<file path="config.mk">
export PLATFORM = sky130hd
export DESIGN_NAME = misc_control_gpio_dac_regs
export DESIGN_NICKNAME = d
export VERILOG_FILES = /design/src/design/misc_gpio_pkg.sv /design/src/design/misc_control_gpio_dac_regs.sv
export VERILOG_INCLUDE_DIRS = /design/src /design/src/design
export SDC_FILE = /design/constraint.sdc
export NUM_CORES = 1
export LEC_CHECK = 0
export BUFFER_PORTS_ARGS = -buffer_cell sky130_fd_sc_hd__buf_2
export CORE_MARGIN = 4
export CORE_UTILIZATION = 43
export CTS_CLUSTER_SIZE = 24
export DETAILED_ROUTE_END_ITERATION = 10
export PLACE_DENSITY_LB_ADDON = 0.05
export SLEW_MARGIN = 20
export SYNTH_ARGS = -nofsm -noshare
export SYNTH_HDL_FRONTEND = slang
export SYNTH_SLANG_ARGS = --single-unit
</file>
<file path="constraint.sdc">
create_clock -name clk_sys -period 3.8 [get_ports clk_sys]
set_input_delay 0.19 -clock clk_sys [delete_from_list [all_inputs] [get_ports clk_sys]]
set_output_delay 0.19 -clock clk_sys [all_outputs]
set_load 0.02 [all_outputs]
</file>
<file path="src/design/misc_gpio_params.svh">
// Offsets, field positions, reset values and timing constants for the misc/gpio/dac block
`ifndef MISC_GPIO_PARAMS_SVH
`define MISC_GPIO_PARAMS_SVH

`define ADDR_DAC_LO        7'h30
`define ADDR_DAC_HI        7'h31
`define ADDR_PIN_LO        7'h32
`define ADDR_PIN_HI        7'h33
`define ADDR_MISC_LO       7'h34
`define ADDR_MISC_HI       7'h35
`define ADDR_ADC_LO        7'h12
`define ADDR_ADC_HI        7'h13

`define REG_RESET          16'h0000
`define DAC_WMASK          16'h0FFF
`define PIN_WMASK          16'h0303
`define MISC_WMASK         16'h0707
`define MISC_NV_MASK       16'h0407
`define ADC_MASK           16'h0FFF

`define MISC_SKIP_CHECK    10
`define MISC_REVERSE       9
`define MISC_CHECK_CONT    8
`define MISC_READY_EN      2
`define MISC_READY_POL     1
`define MISC_READY_SEL     0

`define PIN_LEVEL_LSB      8
`define PIN_DIR_LSB        0

`define CLK_HZ             20000000
`define SELF_CHECK_HP_MS   13
`define SELF_CHECK_LP_MS   35
`define SELF_CHECK_HP_CYC  (`SELF_CHECK_HP_MS * (`CLK_HZ / 1000))
`define SELF_CHECK_LP_CYC  (`SELF_CHECK_LP_MS * (`CLK_HZ / 1000))
`define CHECK_CNT_W        20

`endif

</file>
<file path="src/design/misc_gpio_pkg.sv">
// Types shared by the misc/gpio/dac register block
package misc_gpio_pkg;

  typedef logic [15:0] reg16_t;
  typedef logic [1:0]  pin_pair_t;

  typedef enum logic [1:0] {
    SC_LOAD,
    SC_IDLE,
    SC_POWERUP,
    SC_CONT
  } self_check_state_t;

endpackage : misc_gpio_pkg

</file>
<file path="src/design/misc_control_gpio_dac_regs.sv">
// Misc control, DAC code, ADC readback and two shared general-purpose pins
`timescale 1ns/1ps
`include "misc_gpio_params.svh"

module misc_control_gpio_dac_regs #(
  parameter int SELF_CHECK_HP_CYCLES = `SELF_CHECK_HP_CYC,
  parameter int SELF_CHECK_LP_CYCLES = `SELF_CHECK_LP_CYC
) (
  input  wire logic                   clk_sys,
  input  wire logic                   rst_n,
  input  wire logic                   soft_reset,
  input  wire logic [6:0]             reg_addr,
  input  wire logic                   reg_wr_en,
  input  wire logic [7:0]             reg_wdata,
  input  wire logic                   reg_rd_en,
  output logic      [7:0]             reg_rdata,
  input  wire logic                   dac_latch,
  output logic      [11:0]            dac_code,
  input  wire logic [11:0]            adc_result,
  input  wire logic [2:0]             nv_ready_cfg,
  input  wire logic                   nv_skip_self_check,
  output misc_gpio_pkg::reg16_t       misc_control_value,
  input  wire logic                   low_power_mode,
  input  wire logic                   self_check_fail_in,
  output logic                        self_check_active,
  output logic                        sample_period_fast,
  output logic                        self_check_failed,
  output logic                        reverse_rotation,
  input  wire logic                   sample_done,
  input  wire logic                   conversion_mid,
  input  wire misc_gpio_pkg::pin_pair_t alarm_claim,
  input  wire misc_gpio_pkg::pin_pair_t alarm_level,
  input  wire misc_gpio_pkg::pin_pair_t pin_in,
  output misc_gpio_pkg::pin_pair_t    pin_out,
  output misc_gpio_pkg::pin_pair_t    pin_oe
);
  import misc_gpio_pkg::*;

  // Merge one written byte into a register, leaving unused bits at zero
  function automatic reg16_t byte_merge(input reg16_t old_val, input logic hi_byte,
                                        input logic [7:0] wdata, input reg16_t wmask);
    reg16_t merged;
    merged = old_val;
    if (hi_byte) begin
      merged[15:8] = wdata;
    end else begin
      merged[7:0] = wdata;
    end
    byte_merge = merged & wmask;
  endfunction : byte_merge

  reg16_t            dac_output_code;
  reg16_t            pin_direction_level;
  reg16_t            misc_control;
  self_check_state_t state;
  logic [`CHECK_CNT_W-1:0] check_cnt;
  logic              ready_level;

  reg16_t            next_dac_output_code;
  reg16_t            next_pin_direction_level;
  reg16_t            next_misc_control;
  self_check_state_t next_state;
  logic [`CHECK_CNT_W-1:0] next_check_cnt;
  logic              next_self_check_failed;
  pin_pair_t         next_pin_out;
  pin_pair_t         next_pin_oe;
  logic [7:0]        next_reg_rdata;

  // Address decode
  wire hit_dac   = (reg_addr == `ADDR_DAC_LO)  || (reg_addr == `ADDR_DAC_HI);
  wire hit_pin   = (reg_addr == `ADDR_PIN_LO)  || (reg_addr == `ADDR_PIN_HI);
  wire hit_misc  = (reg_addr == `ADDR_MISC_LO) || (reg_addr == `ADDR_MISC_HI);
  wire hit_adc   = (reg_addr == `ADDR_ADC_LO)  || (reg_addr == `ADDR_ADC_HI);
  wire wr_dac    = reg_wr_en && hit_dac;
  wire wr_pin    = reg_wr_en && hit_pin;
  wire wr_misc   = reg_wr_en && hit_misc;
  wire hi_byte   = reg_addr[0];

  // Ready config bits, continuous check and skip check bits
  wire ready_en  = misc_control[`MISC_READY_EN];
  wire ready_pol = misc_control[`MISC_READY_POL];
  wire ready_sel = misc_control[`MISC_READY_SEL];
  wire check_cont = misc_control[`MISC_CHECK_CONT];
  wire skip_check = misc_control[`MISC_SKIP_CHECK];

  // Power-up check length follows the power mode in force when the check starts
  // The count is loaded once, so a mode change during the check cannot stretch it
  wire [`CHECK_CNT_W-1:0] check_len = low_power_mode ? `CHECK_CNT_W'(SELF_CHECK_LP_CYCLES - 1)
                                                     : `CHECK_CNT_W'(SELF_CHECK_HP_CYCLES - 1);

  // Register writes; the storage image of the nonvolatile bits is loaded after any reset
  always_comb begin
    next_dac_output_code     = dac_output_code;
    next_pin_direction_level = pin_direction_level;
    next_misc_control        = misc_control;
    if (wr_dac) begin
      next_dac_output_code = byte_merge(dac_output_code, hi_byte, reg_wdata, `DAC_WMASK);
    end
    if (wr_pin) begin
      next_pin_direction_level = byte_merge(pin_direction_level, hi_byte, reg_wdata, `PIN_WMASK);
    end
    if (wr_misc) begin
      next_misc_control = byte_merge(misc_control, hi_byte, reg_wdata, `MISC_WMASK);
    end
    if (state == SC_LOAD) begin
      next_misc_control = `REG_RESET;
      next_misc_control[`MISC_READY_EN:`MISC_READY_SEL] = nv_ready_cfg;
      next_misc_control[`MISC_SKIP_CHECK] = nv_skip_self_check;
    end
  end

  // Self-check sequencer
  always_comb begin
    next_state             = state;
    next_check_cnt         = check_cnt;
    next_self_check_failed = self_check_failed;
    case (state)
      SC_LOAD: begin
        if (nv_skip_self_check) begin
          next_state = SC_IDLE;
        end else begin
          next_state     = SC_POWERUP;
          next_check_cnt = check_len;
        end
      end
      SC_POWERUP: begin
        if (check_cnt == '0) begin
          next_self_check_failed = self_check_fail_in;
          next_state             = check_cont ? SC_CONT : SC_IDLE;
        end else begin
          next_check_cnt = check_cnt - `CHECK_CNT_W'(1);
        end
      end
      SC_IDLE: begin
        if (check_cont) begin
          next_state = SC_CONT;
        end
      end
      SC_CONT: begin
        // Result follows the evaluator for as long as the check runs
        next_self_check_failed = self_check_fail_in;
        if (!check_cont) begin
          next_state = SC_IDLE;
        end
      end
      default: begin
        next_state = SC_IDLE;
      end
    endcase
  end

  // Pin resolution: ready output first, then alarm, then plain pin control
  wire [1:0] ready_claim = ready_en ? (ready_sel ? 2'b10 : 2'b01) : 2'b00;
  wire       ready_drive = ready_pol ? ready_level : ~ready_level;
  wire [1:0] sw_dir      = pin_direction_level[`PIN_DIR_LSB+1:`PIN_DIR_LSB];
  wire [1:0] sw_level    = pin_direction_level[`PIN_LEVEL_LSB+1:`PIN_LEVEL_LSB];

  always_comb begin
    for (int i = 0; i < 2; i++) begin
      if (ready_claim[i]) begin
        next_pin_oe[i]  = 1'b1;
        next_pin_out[i] = ready_drive;
      end else if (alarm_claim[i]) begin
        next_pin_oe[i]  = 1'b1;
        next_pin_out[i] = alarm_level[i];
      end else begin
        next_pin_oe[i]  = sw_dir[i];
        next_pin_out[i] = sw_dir[i] & sw_level[i];
      end
    end
  end

  // Level bits of an input pin read the pin itself
  wire [1:0] level_view = (sw_level & sw_dir) | (pin_in & ~sw_dir);
  reg16_t    pin_view;
  assign pin_view = (pin_direction_level & ~16'h0300) | {6'h00, level_view, 8'h00};

  wire reg16_t adc_view = {4'h0, adc_result} & `ADC_MASK;

  // Read mux; unmapped addresses read zero
  // A write in the same cycle as a read shows up only on the following read
  wire reg16_t read_word = hit_dac  ? dac_output_code :
                           hit_pin  ? pin_view :
                           hit_misc ? misc_control :
                           hit_adc  ? adc_view : `REG_RESET;

  assign next_reg_rdata = reg_rd_en ? (hi_byte ? read_word[15:8] : read_word[7:0]) : reg_rdata;

  wire run_check = (next_state == SC_POWERUP) || (next_state == SC_CONT);

  // Software reset clears the volatile contents except the fail status and the ready level, and reloads the stored ones
  // DAC code register; the DAC itself only follows it on a latch
  always_ff @(posedge clk_sys or negedge rst_n) begin
    if (!rst_n) begin
      dac_output_code <= `REG_RESET;
    end else if (soft_reset) begin
      dac_output_code <= `REG_RESET;
    end else begin
      dac_output_code <= next_dac_output_code;
    end
  end

  // Pin direction and level register
  always_ff @(posedge clk_sys or negedge rst_n) begin
    if (!rst_n) begin
      pin_direction_level <= `REG_RESET;
    end else if (soft_reset) begin
      pin_direction_level <= `REG_RESET;
    end else begin
      pin_direction_level <= next_pin_direction_level;
    end
  end

  // Misc control; cleared here, stored bits come back in the load cycle
  always_ff @(posedge clk_sys or negedge rst_n) begin
    if (!rst_n) begin
      misc_control <= `REG_RESET;
    end else if (soft_reset) begin
      misc_control <= `REG_RESET;
    end else begin
      misc_control <= next_misc_control;
    end
  end

  // Sequencer state; any reset restarts from the load cycle
  always_ff @(posedge clk_sys or negedge rst_n) begin
    if (!rst_n) begin
      state     <= SC_LOAD;
      check_cnt <= '0;
    end else if (soft_reset) begin
      state     <= SC_LOAD;
      check_cnt <= '0;
    end else begin
      state     <= next_state;
      check_cnt <= next_check_cnt;
    end
  end

  // The fail status survives a software reset so the host can still see why it reset
  always_ff @(posedge clk_sys or negedge rst_n) begin
    if (!rst_n) begin
      self_check_failed <= 1'b0;
    end else if (!soft_reset) begin
      self_check_failed <= next_self_check_failed;
    end
  end

  // Sample-ready level: a new sample in the same cycle as the midway clear wins
  always_ff @(posedge clk_sys or negedge rst_n) begin
    if (!rst_n) begin
      ready_level <= 1'b0;
    end else if (sample_done) begin
      ready_level <= 1'b1;
    end else if (conversion_mid) begin
      ready_level <= 1'b0;
    end
  end

  // The DAC moves only on the latch command or a software reset, never on a byte write
  // A latch in the same cycle as a byte write takes the code from before that write
  always_ff @(posedge clk_sys or negedge rst_n) begin
    if (!rst_n) begin
      dac_code <= 12'h000;
    end else if (soft_reset) begin
      dac_code <= 12'h000;
    end else if (dac_latch) begin
      dac_code <= dac_output_code[11:0];
    end
  end

  // Outputs follow the software reset in its own cycle, not one cycle later
  wire         next_check_active = run_check & ~soft_reset;
  wire         next_reverse      = next_misc_control[`MISC_REVERSE] & ~soft_reset;
  wire reg16_t next_misc_value   = soft_reset ? `REG_RESET : next_misc_control;

  // Registered pin drive
  always_ff @(posedge clk_sys or negedge rst_n) begin
    if (!rst_n) begin
      pin_out <= 2'b00;
      pin_oe  <= 2'b00;
    end else begin
      pin_out <= next_pin_out;
      pin_oe  <= next_pin_oe;
    end
  end

  // Read byte holds until the next read
  always_ff @(posedge clk_sys or negedge rst_n) begin
    if (!rst_n) begin
      reg_rdata <= 8'h00;
    end else begin
      reg_rdata <= next_reg_rdata;
    end
  end

  // Check status and rotation direction
  always_ff @(posedge clk_sys or negedge rst_n) begin
    if (!rst_n) begin
      self_check_active  <= 1'b0;
      sample_period_fast <= 1'b0;
      reverse_rotation   <= 1'b0;
    end else begin
      self_check_active  <= next_check_active;
      // Period override drops with the check, so the user setting returns untouched
      sample_period_fast <= next_check_active;
      reverse_rotation   <= next_reverse;
    end
  end

  // Copy for the store logic, always equal to the register itself
  always_ff @(posedge clk_sys or negedge rst_n) begin
    if (!rst_n) begin
      misc_control_value <= `REG_RESET;
    end else begin
      misc_control_value <= next_misc_value;
    end
  end

endmodule : misc_control_gpio_dac_regs

</file>
==> results of run 1 <==
[kinds of logic after synthesis]
family,Yosys count,share of synthesized area (%)
buffers and inverters,46,6.30
xor gates and xnor gates,2,0.457
AOI/OAI and AO/OA,93,17.0
DFF,71,46.4
adders and majority gates,1,0.327
muxes,41,10.9
and+or+nand+nor,130,18.6
other,1,0.0979
[Yosys cell counts, types with 3 or more instances]
| master | count |
|---|---|
| nand2b_1 | 9 |
| and3_1 | 6 |
| nand2_1 | 11 |
| o21ai_0 | 10 |
| o22ai_1 | 9 |
| mux2i_1 | 36 |
| nor2_1 | 51 |
| buf_2 | 3 |
| o211ai_1 | 4 |
| a21oi_1 | 19 |
| a211oi_1 | 8 |
| a21o_1 | 6 |
| inv_1 | 13 |
| nor2b_1 | 5 |
| nand3_1 | 4 |
| clkbuf_1 | 12 |
| mux2_2 | 5 |
| a22oi_1 | 5 |
| nor4_1 | 5 |
| buf_4 | 13 |
| dfrtp_1 | 71 |
| nor3_1 | 17 |
[what timing repair did]
item | in CTS | in global routing
endpoints found under the setup margin | 0 | 0
hold buffers | 1 | 0
endpoints found under the hold margin | 33 | 0
setup buffers | 0 | 0
[power by group]
group          internal [W]  switching [W]
registers          0.000803      0.0000541
clock network      0.000378       0.000315
logic              0.000124       0.000200
total               0.00130       0.000569
[cell usage in the layout (no fill, tap or decap), types with 6 or more instances in the layout]
cell       n
mux2i_1   36
and3_1     6
a21oi_1   19
nor3_1    17
dfrtp_1   71
nor2_1    51
a21o_1     6
clkbuf_8   9
buf_2     80
nand2b_1   9
inv_1     13
conb_1    10
nand2_1   11
a211oi_1   8
o21ai_0   10
o22ai_1    9
[worst paths after layout]
kind / end / depth (start not counted) / startpoint / slack (ns)
worst min-delay path: ready_level / 2 / sample_done / 0.02
worst min register to register: reg_rdata[0] / 2 / reg_rdata[0] / 0.50
max in group asynchronous: check_cnt[12] / 3 / rst_n / 2.37
worst max-delay path: check_cnt[1] / 7 / check_cnt[0] / 1.33
worst max register to register: check_cnt[1] / 7 / check_cnt[0] / 1.33
min in group asynchronous: reg_rdata[7] / 2 / rst_n / 0.43
[final cells by class]
cell class              instances  share of cell area [%]
clock buffers                   9                    2.77
flip-flops and latches         71                    39.8
multi-input cells             277                    41.3
inverters                      13                    1.09
repair buffers                 84                    9.69
well taps                     108                    3.03
clock inverters                 7                    2.30
[flip-flops by register name, indices dropped and copies added (netlist names)]
register and count:
check_cnt 20, self_check_failed 1, reg_rdata 8, sample_period_fast 1, dac_code 12, pin_oe 2, pin_out 2, state 2
misc_control_value 6, pin_direction_level 4, ready_level 1, dac_output_code 12
[per-layer routing]
metal	track usage, %	vias up	routed length, um	part of all wire (%)
met1	24.5	1497	4170	45
met5	0	-	0	0
met2	29.9	78	4560	49
met4	5.65	0	60	0.64
li1	-	1538	-	-
met3	3.75	4	552	5.9
[metrics by stage]
stage | util, % | cell area, um^2 | cells | setup WS, ns
4_1_cts | 51.5 | 4470 | 569 | 1.35
3_5_place_dp | 48.7 | 4230 | 552 | 1.34
3_3_place_gp | 48.7 | 4230 | 552 | 1.42
5_1_grt | 51.5 | 4470 | 569 | 1.17
2_1_floorplan | - | 3860 | 394 | 1.76
6_report | 51.5 | 4470 | 569 | 1.33
==> results.toml, run 1 <==
[place]
port_buffers = 80
detailedPlacementHpwl_um = 6760
place.gp.congestion = 0.811

[setup_path]
timing_worst_setup_path_type = "reg2reg"
critPathBufInv = 1
worstPathMaxFanout = 12
worst_ep_arrival_time_ns = 2.70
timing.critical_path.from_type = "flip-flop"
crit_chain = "inv_1 > ha_1 > nor4b_4 > and3_1 > a21oi_2 > nor2_4 > mux2_2"
cell_type_of_the_slowest_stage_on_the_worst_timing_path = "dfrtp_1"
cpPeakStageDelay_ns = 0.42
worstPathRequired_ns = 4.03
cp-end-kind = "flip-flop"
timing.critical_path.max_delay_family = "simple AND/OR/NAND/NOR gates"

[die]
fp.dieW_um = 102
fp.dieH_um = 102
top_level_ports = 91
core-area_um2 = 8680
floorplan.initialDensity_pct = 44.1
fp.dieArea_um2 = 10500
placement_rows = 34

[cells_and_area]
area_growth_syn_to_layout_pct = 16.6
layout.filler_cells = 822
multi_input_combinational_cell_area_um2 = 1850
post_route_cells_drive_above_1_share_pct = 25.4
seqCellArea_um2 = 1780
num_antenna_cells = 0
nets = 504

[timing]
grt_setup_unrepaired = "false"
fin_tns_setup_ns = 0
worst-slew-pin-transition_ns = 1.10
period_minus_slack_ns = 2.47
timing.final.hold_violations = 0
finalSetupViolations = 0
relSlewSlack_pct = 26.4
post-route-period-util_pct = 65.0
hold-worst-slack_ns = 0.0183
fin_worst_skew_ns = 0.0103
finalMaxSlewViolations = 0
max_clock_freq_mhz = 405

[hold_path]
min_path_type = "in2reg"

[drt]
viasPerCell = 5.48
route.detailed.drc = 0
route.final.wire_length_um = 9350
detailedRoute.firstIterationViolations = 93
routedWlPerCell_um = 16.4
drt_pre_antenna_iters = 4
vias = 3117
route.antenna.remaining_nets = 0

[global_route]
grt_pass1_wl_um = 15000
grt.overflow.total = 0
grt_antenna_before_repair = 0
grt_start_max_net_pins = 41
grt_pass1_vias = 3029
track_usage_pct = 18.3

[yosys]
synthesis.instances = 385
synth_top_area_share_pct = 46.4
synth.ff_latch_count = 71
ys_types = 65
edff_count_synth = 0
ys_async_sr_fraction_pct = 100
seq_area_frac_synth_pct = 46.4
synth.area.top_cells = "dfrtp_1 (46%), mux2i_1 (9.4%), nor2_1 (5.0%), buf_4 (2.5%), a21oi_1 (2.5%)"
synth.yosys.warnings = 0
post-synth-top-area-cell = "dfrtp_1"
mappedNetlistArea_um2 = 3830
syn-mean-instance-area_um2 = 9.95
dominantRegCellSynth = "dfrtp_1"

[clocking]
cts_buffers = 9
clkSlewWorstSetupHoldPaths_ns = 0.08
insertion_delay_ns = 0.34
deepest_clock_path_buffer_count = 2
tritoncts_clock_tree = "built"
tritoncts_num_sinks = 71
cts_root_buffer = "clkbuf_8"
ctsHtreeMaxLevel = 3
cts_resized = 0

[power_and_ir_drop]
power.density_nw_per_um2 = 419
fin_total_pwr_w = 0.00187
vdd_ir_drop_max_mv = 0.216
cell_leakage_power_nw = 2.15

[job]
max-cap-violations = 0

[outcome]
status = "complete, no violations"
No activity file was read; power rests on OpenSTA's default activity.
==> inputs of run 2 (changes only) <==
clock period = 2.05 ns   (was 3.8 ns; I/O delays follow)
==> results.toml, run 2 (same netlist as run 1, synthesis figures left out) <==
[global_route]
grt_start_max_net_pins = 72
grt.overflow.total = 0
grt_pass1_wl_um = 15400
track_usage_pct = 18.8
grt_antenna_before_repair = 0
grt_pass1_vias = 3109

[die]
floorplan.initialDensity_pct = 44.1
fp.dieH_um = 102
fp.dieW_um = 102
core-area_um2 = 8680
placement_rows = 34
top_level_ports = 91
fp.dieArea_um2 = 10500

[drt]
detailedRoute.firstIterationViolations = 121
route.antenna.remaining_nets = 0
route.final.wire_length_um = 9490
routedWlPerCell_um = 15.9
vias = 3213
drt_pre_antenna_iters = 4
route.detailed.drc = 0
viasPerCell = 5.40

[place]
port_buffers = 80
place.gp.congestion = 0.844
detailedPlacementHpwl_um = 6880
dpl_worst_slack_ns = 0.113

[setup_path]
timing.rr.start = "check_cnt[1]"
cp-end-kind = "flip-flop"
crit_chain = "inv_1 > ha_1 > nor4b_4 > and3_4 > a21oi_1 > nor3b_2 > mux2_2"
worst_r2r_path_depth = 7
worstPathMaxFanout = 4
worstPathRequired_ns = 2.28
timing_worst_setup_path_type = "reg2reg"
worst_ep_arrival_time_ns = 2.12
critical_path.reg2reg.endpoint = "self_check_failed"
timing.critical_path.from_type = "flip-flop"
cpPeakStageDelay_ns = 0.41
regToRegSetupSlack_ns = 0.16
cell_type_of_the_slowest_stage_on_the_worst_timing_path = "dfrtp_1"

[power_and_ir_drop]
cell_leakage_power_nw = 2.29
internal_power_w = 0.00247
power.switching_fraction_pct = 30.1
power.sequential.fraction_pct = 45.0
power.clock.fraction_pct = 36.0
fin_total_pwr_w = 0.00354
p_comb_share_pct = 19.0
power.net_switching_w = 0.00106
vdd_ir_drop_max_mv = 0.378
power.density_nw_per_um2 = 749

[cells_and_area]
area_growth_syn_to_layout_pct = 23.3
nets = 530
final_cell_mix = "buf_2 (80), dfrtp_1 (71), nor2_1 (51)"
finalCoreUtilization_pct = 54.4
leading_registers_by_flop_count = "check_cnt (20), dac_code (12), dac_output_code (12)"
largest_register_ff_count = 20
layout.cells.most_common = "buf_2"
num_antenna_cells = 0
post_route_cells_drive_above_1_share_pct = 28.5
registers.top_by_ff_count = "check_cnt"

[hold_path]
hold-path-cell-count = 3
hold_path_end = "ready_level"
min_path_type = "in2reg"
min-delay-start = "conversion_mid"

[outcome]
status = "complete, no violations"

[clocking]
clkSlewWorstSetupHoldPaths_ns = 0.08
ctsHtreeMaxLevel = 3
tritoncts_clock_tree = "built"
cts_buffers = 9
deepest_clock_path_buffer_count = 2
tritoncts_num_sinks = 71
insertion_delay_ns = 0.35
cts_root_buffer = "clkbuf_8"

[timing]
hold-worst-slack_ns = 0.0107
relSlewSlack_pct = 61.4
fin_tns_setup_ns = 0
timing.final.hold_violations = 0
post-route-period-util_pct = 92.1
postLayoutSetupSlackWorst_ns = 0.162
period_minus_slack_ns = 1.89
worst-slew-pin-transition_ns = 0.577
fin_worst_skew_ns = 0.00857
max_clock_freq_mhz = 530
grt_setup_unrepaired = "false"
finalSetupViolations = 0
finalMaxSlewViolations = 0

[job]
max-cap-violations = 0
## run 2: cell count changes in the layout (fill, tap and decap cells not counted), sizes merged
cell         previous run  this run
dlygate4sd3             1        10
buf                    83       100
clkinvlp                1         0
inv                    16        17
## run 2: critical path, delay by kind of cell (launching register included)
family | cells | cell delay [ns]
AOI/OAI and AO/OA | 1 | 0.08
buffers and inverters | 1 | 0.06
adders and majority gates | 1 | 0.16
DFF | 1 | 0.41
and+or+nand+nor | 3 | 0.73
muxes | 1 | 0.34
## run 2: stage by stage
stage	instance area, um^2	std cells
3_5_place_dp	4370	569
2_1_floorplan	3860	394
4_1_cts	4690	595
6_report	4720	595
5_1_grt	4720	595
3_3_place_gp	4370	569
## run 2: power by group through the flow
stage / Sequential (W) / Combinational (W) / Clock (W)
floorplan: 0.00164 / 0.000384 / 0
global placement: 0.00161 / 0.000646 / 0
detailed placement: 0.00162 / 0.000654 / 0
CTS: 0.00159 / 0.000668 / 0.00131
global route: 0.00161 / 0.000748 / 0.00137
finish: 0.00159 / 0.000670 / 0.00127
## run 2: timing repair
action,in CTS,in global routing
endpoints found under the hold margin,80,0
buffers inserted,0,0
setup endpoints to repair,0,4
resized for setup,0,6
hold buffers,10,0
## run 2: worst max-delay path by stage
| stage | cells after the start | start | slack (ns) | end |
|---|---|---|---|---|
| floorplan | 8 | check_cnt[0] | 0.006 | check_cnt[0] |
| global placement | 7 | check_cnt[1] | 0.14 | check_cnt[12] |
| detailed placement | 7 | check_cnt[1] | 0.11 | check_cnt[12] |
| CTS | 7 | check_cnt[1] | 0.09 | check_cnt[12] |
| global route | 7 | check_cnt[1] | 0.04 | self_check_failed |
| finish | 7 | check_cnt[1] | 0.16 | self_check_failed |
## run 2: final cells by class
class / count / area (um^2)
clock buffers: 9 / 124
clock inverters: 7 / 100
fillers: 817 / 3960
inverters: 13 / 48.8
multi-input cells: 277 / 1870
flip-flops and latches: 71 / 1780
well taps: 108 / 135
repair buffers: 110 / 663
## run 2: per-layer routing
| metal | vias to the layer above | GRT usage [%] | part of all wire (%) |
|---|---|---|---|
| met5 | - | 0 | 0 |
| met4 | 0 | 7.77 | 1.9 |
| met3 | 17 | 3.07 | 5.1 |
| met2 | 74 | 30.7 | 49 |
| met1 | 1533 | 24.8 | 44 |
| li1 | 1589 | - | - |
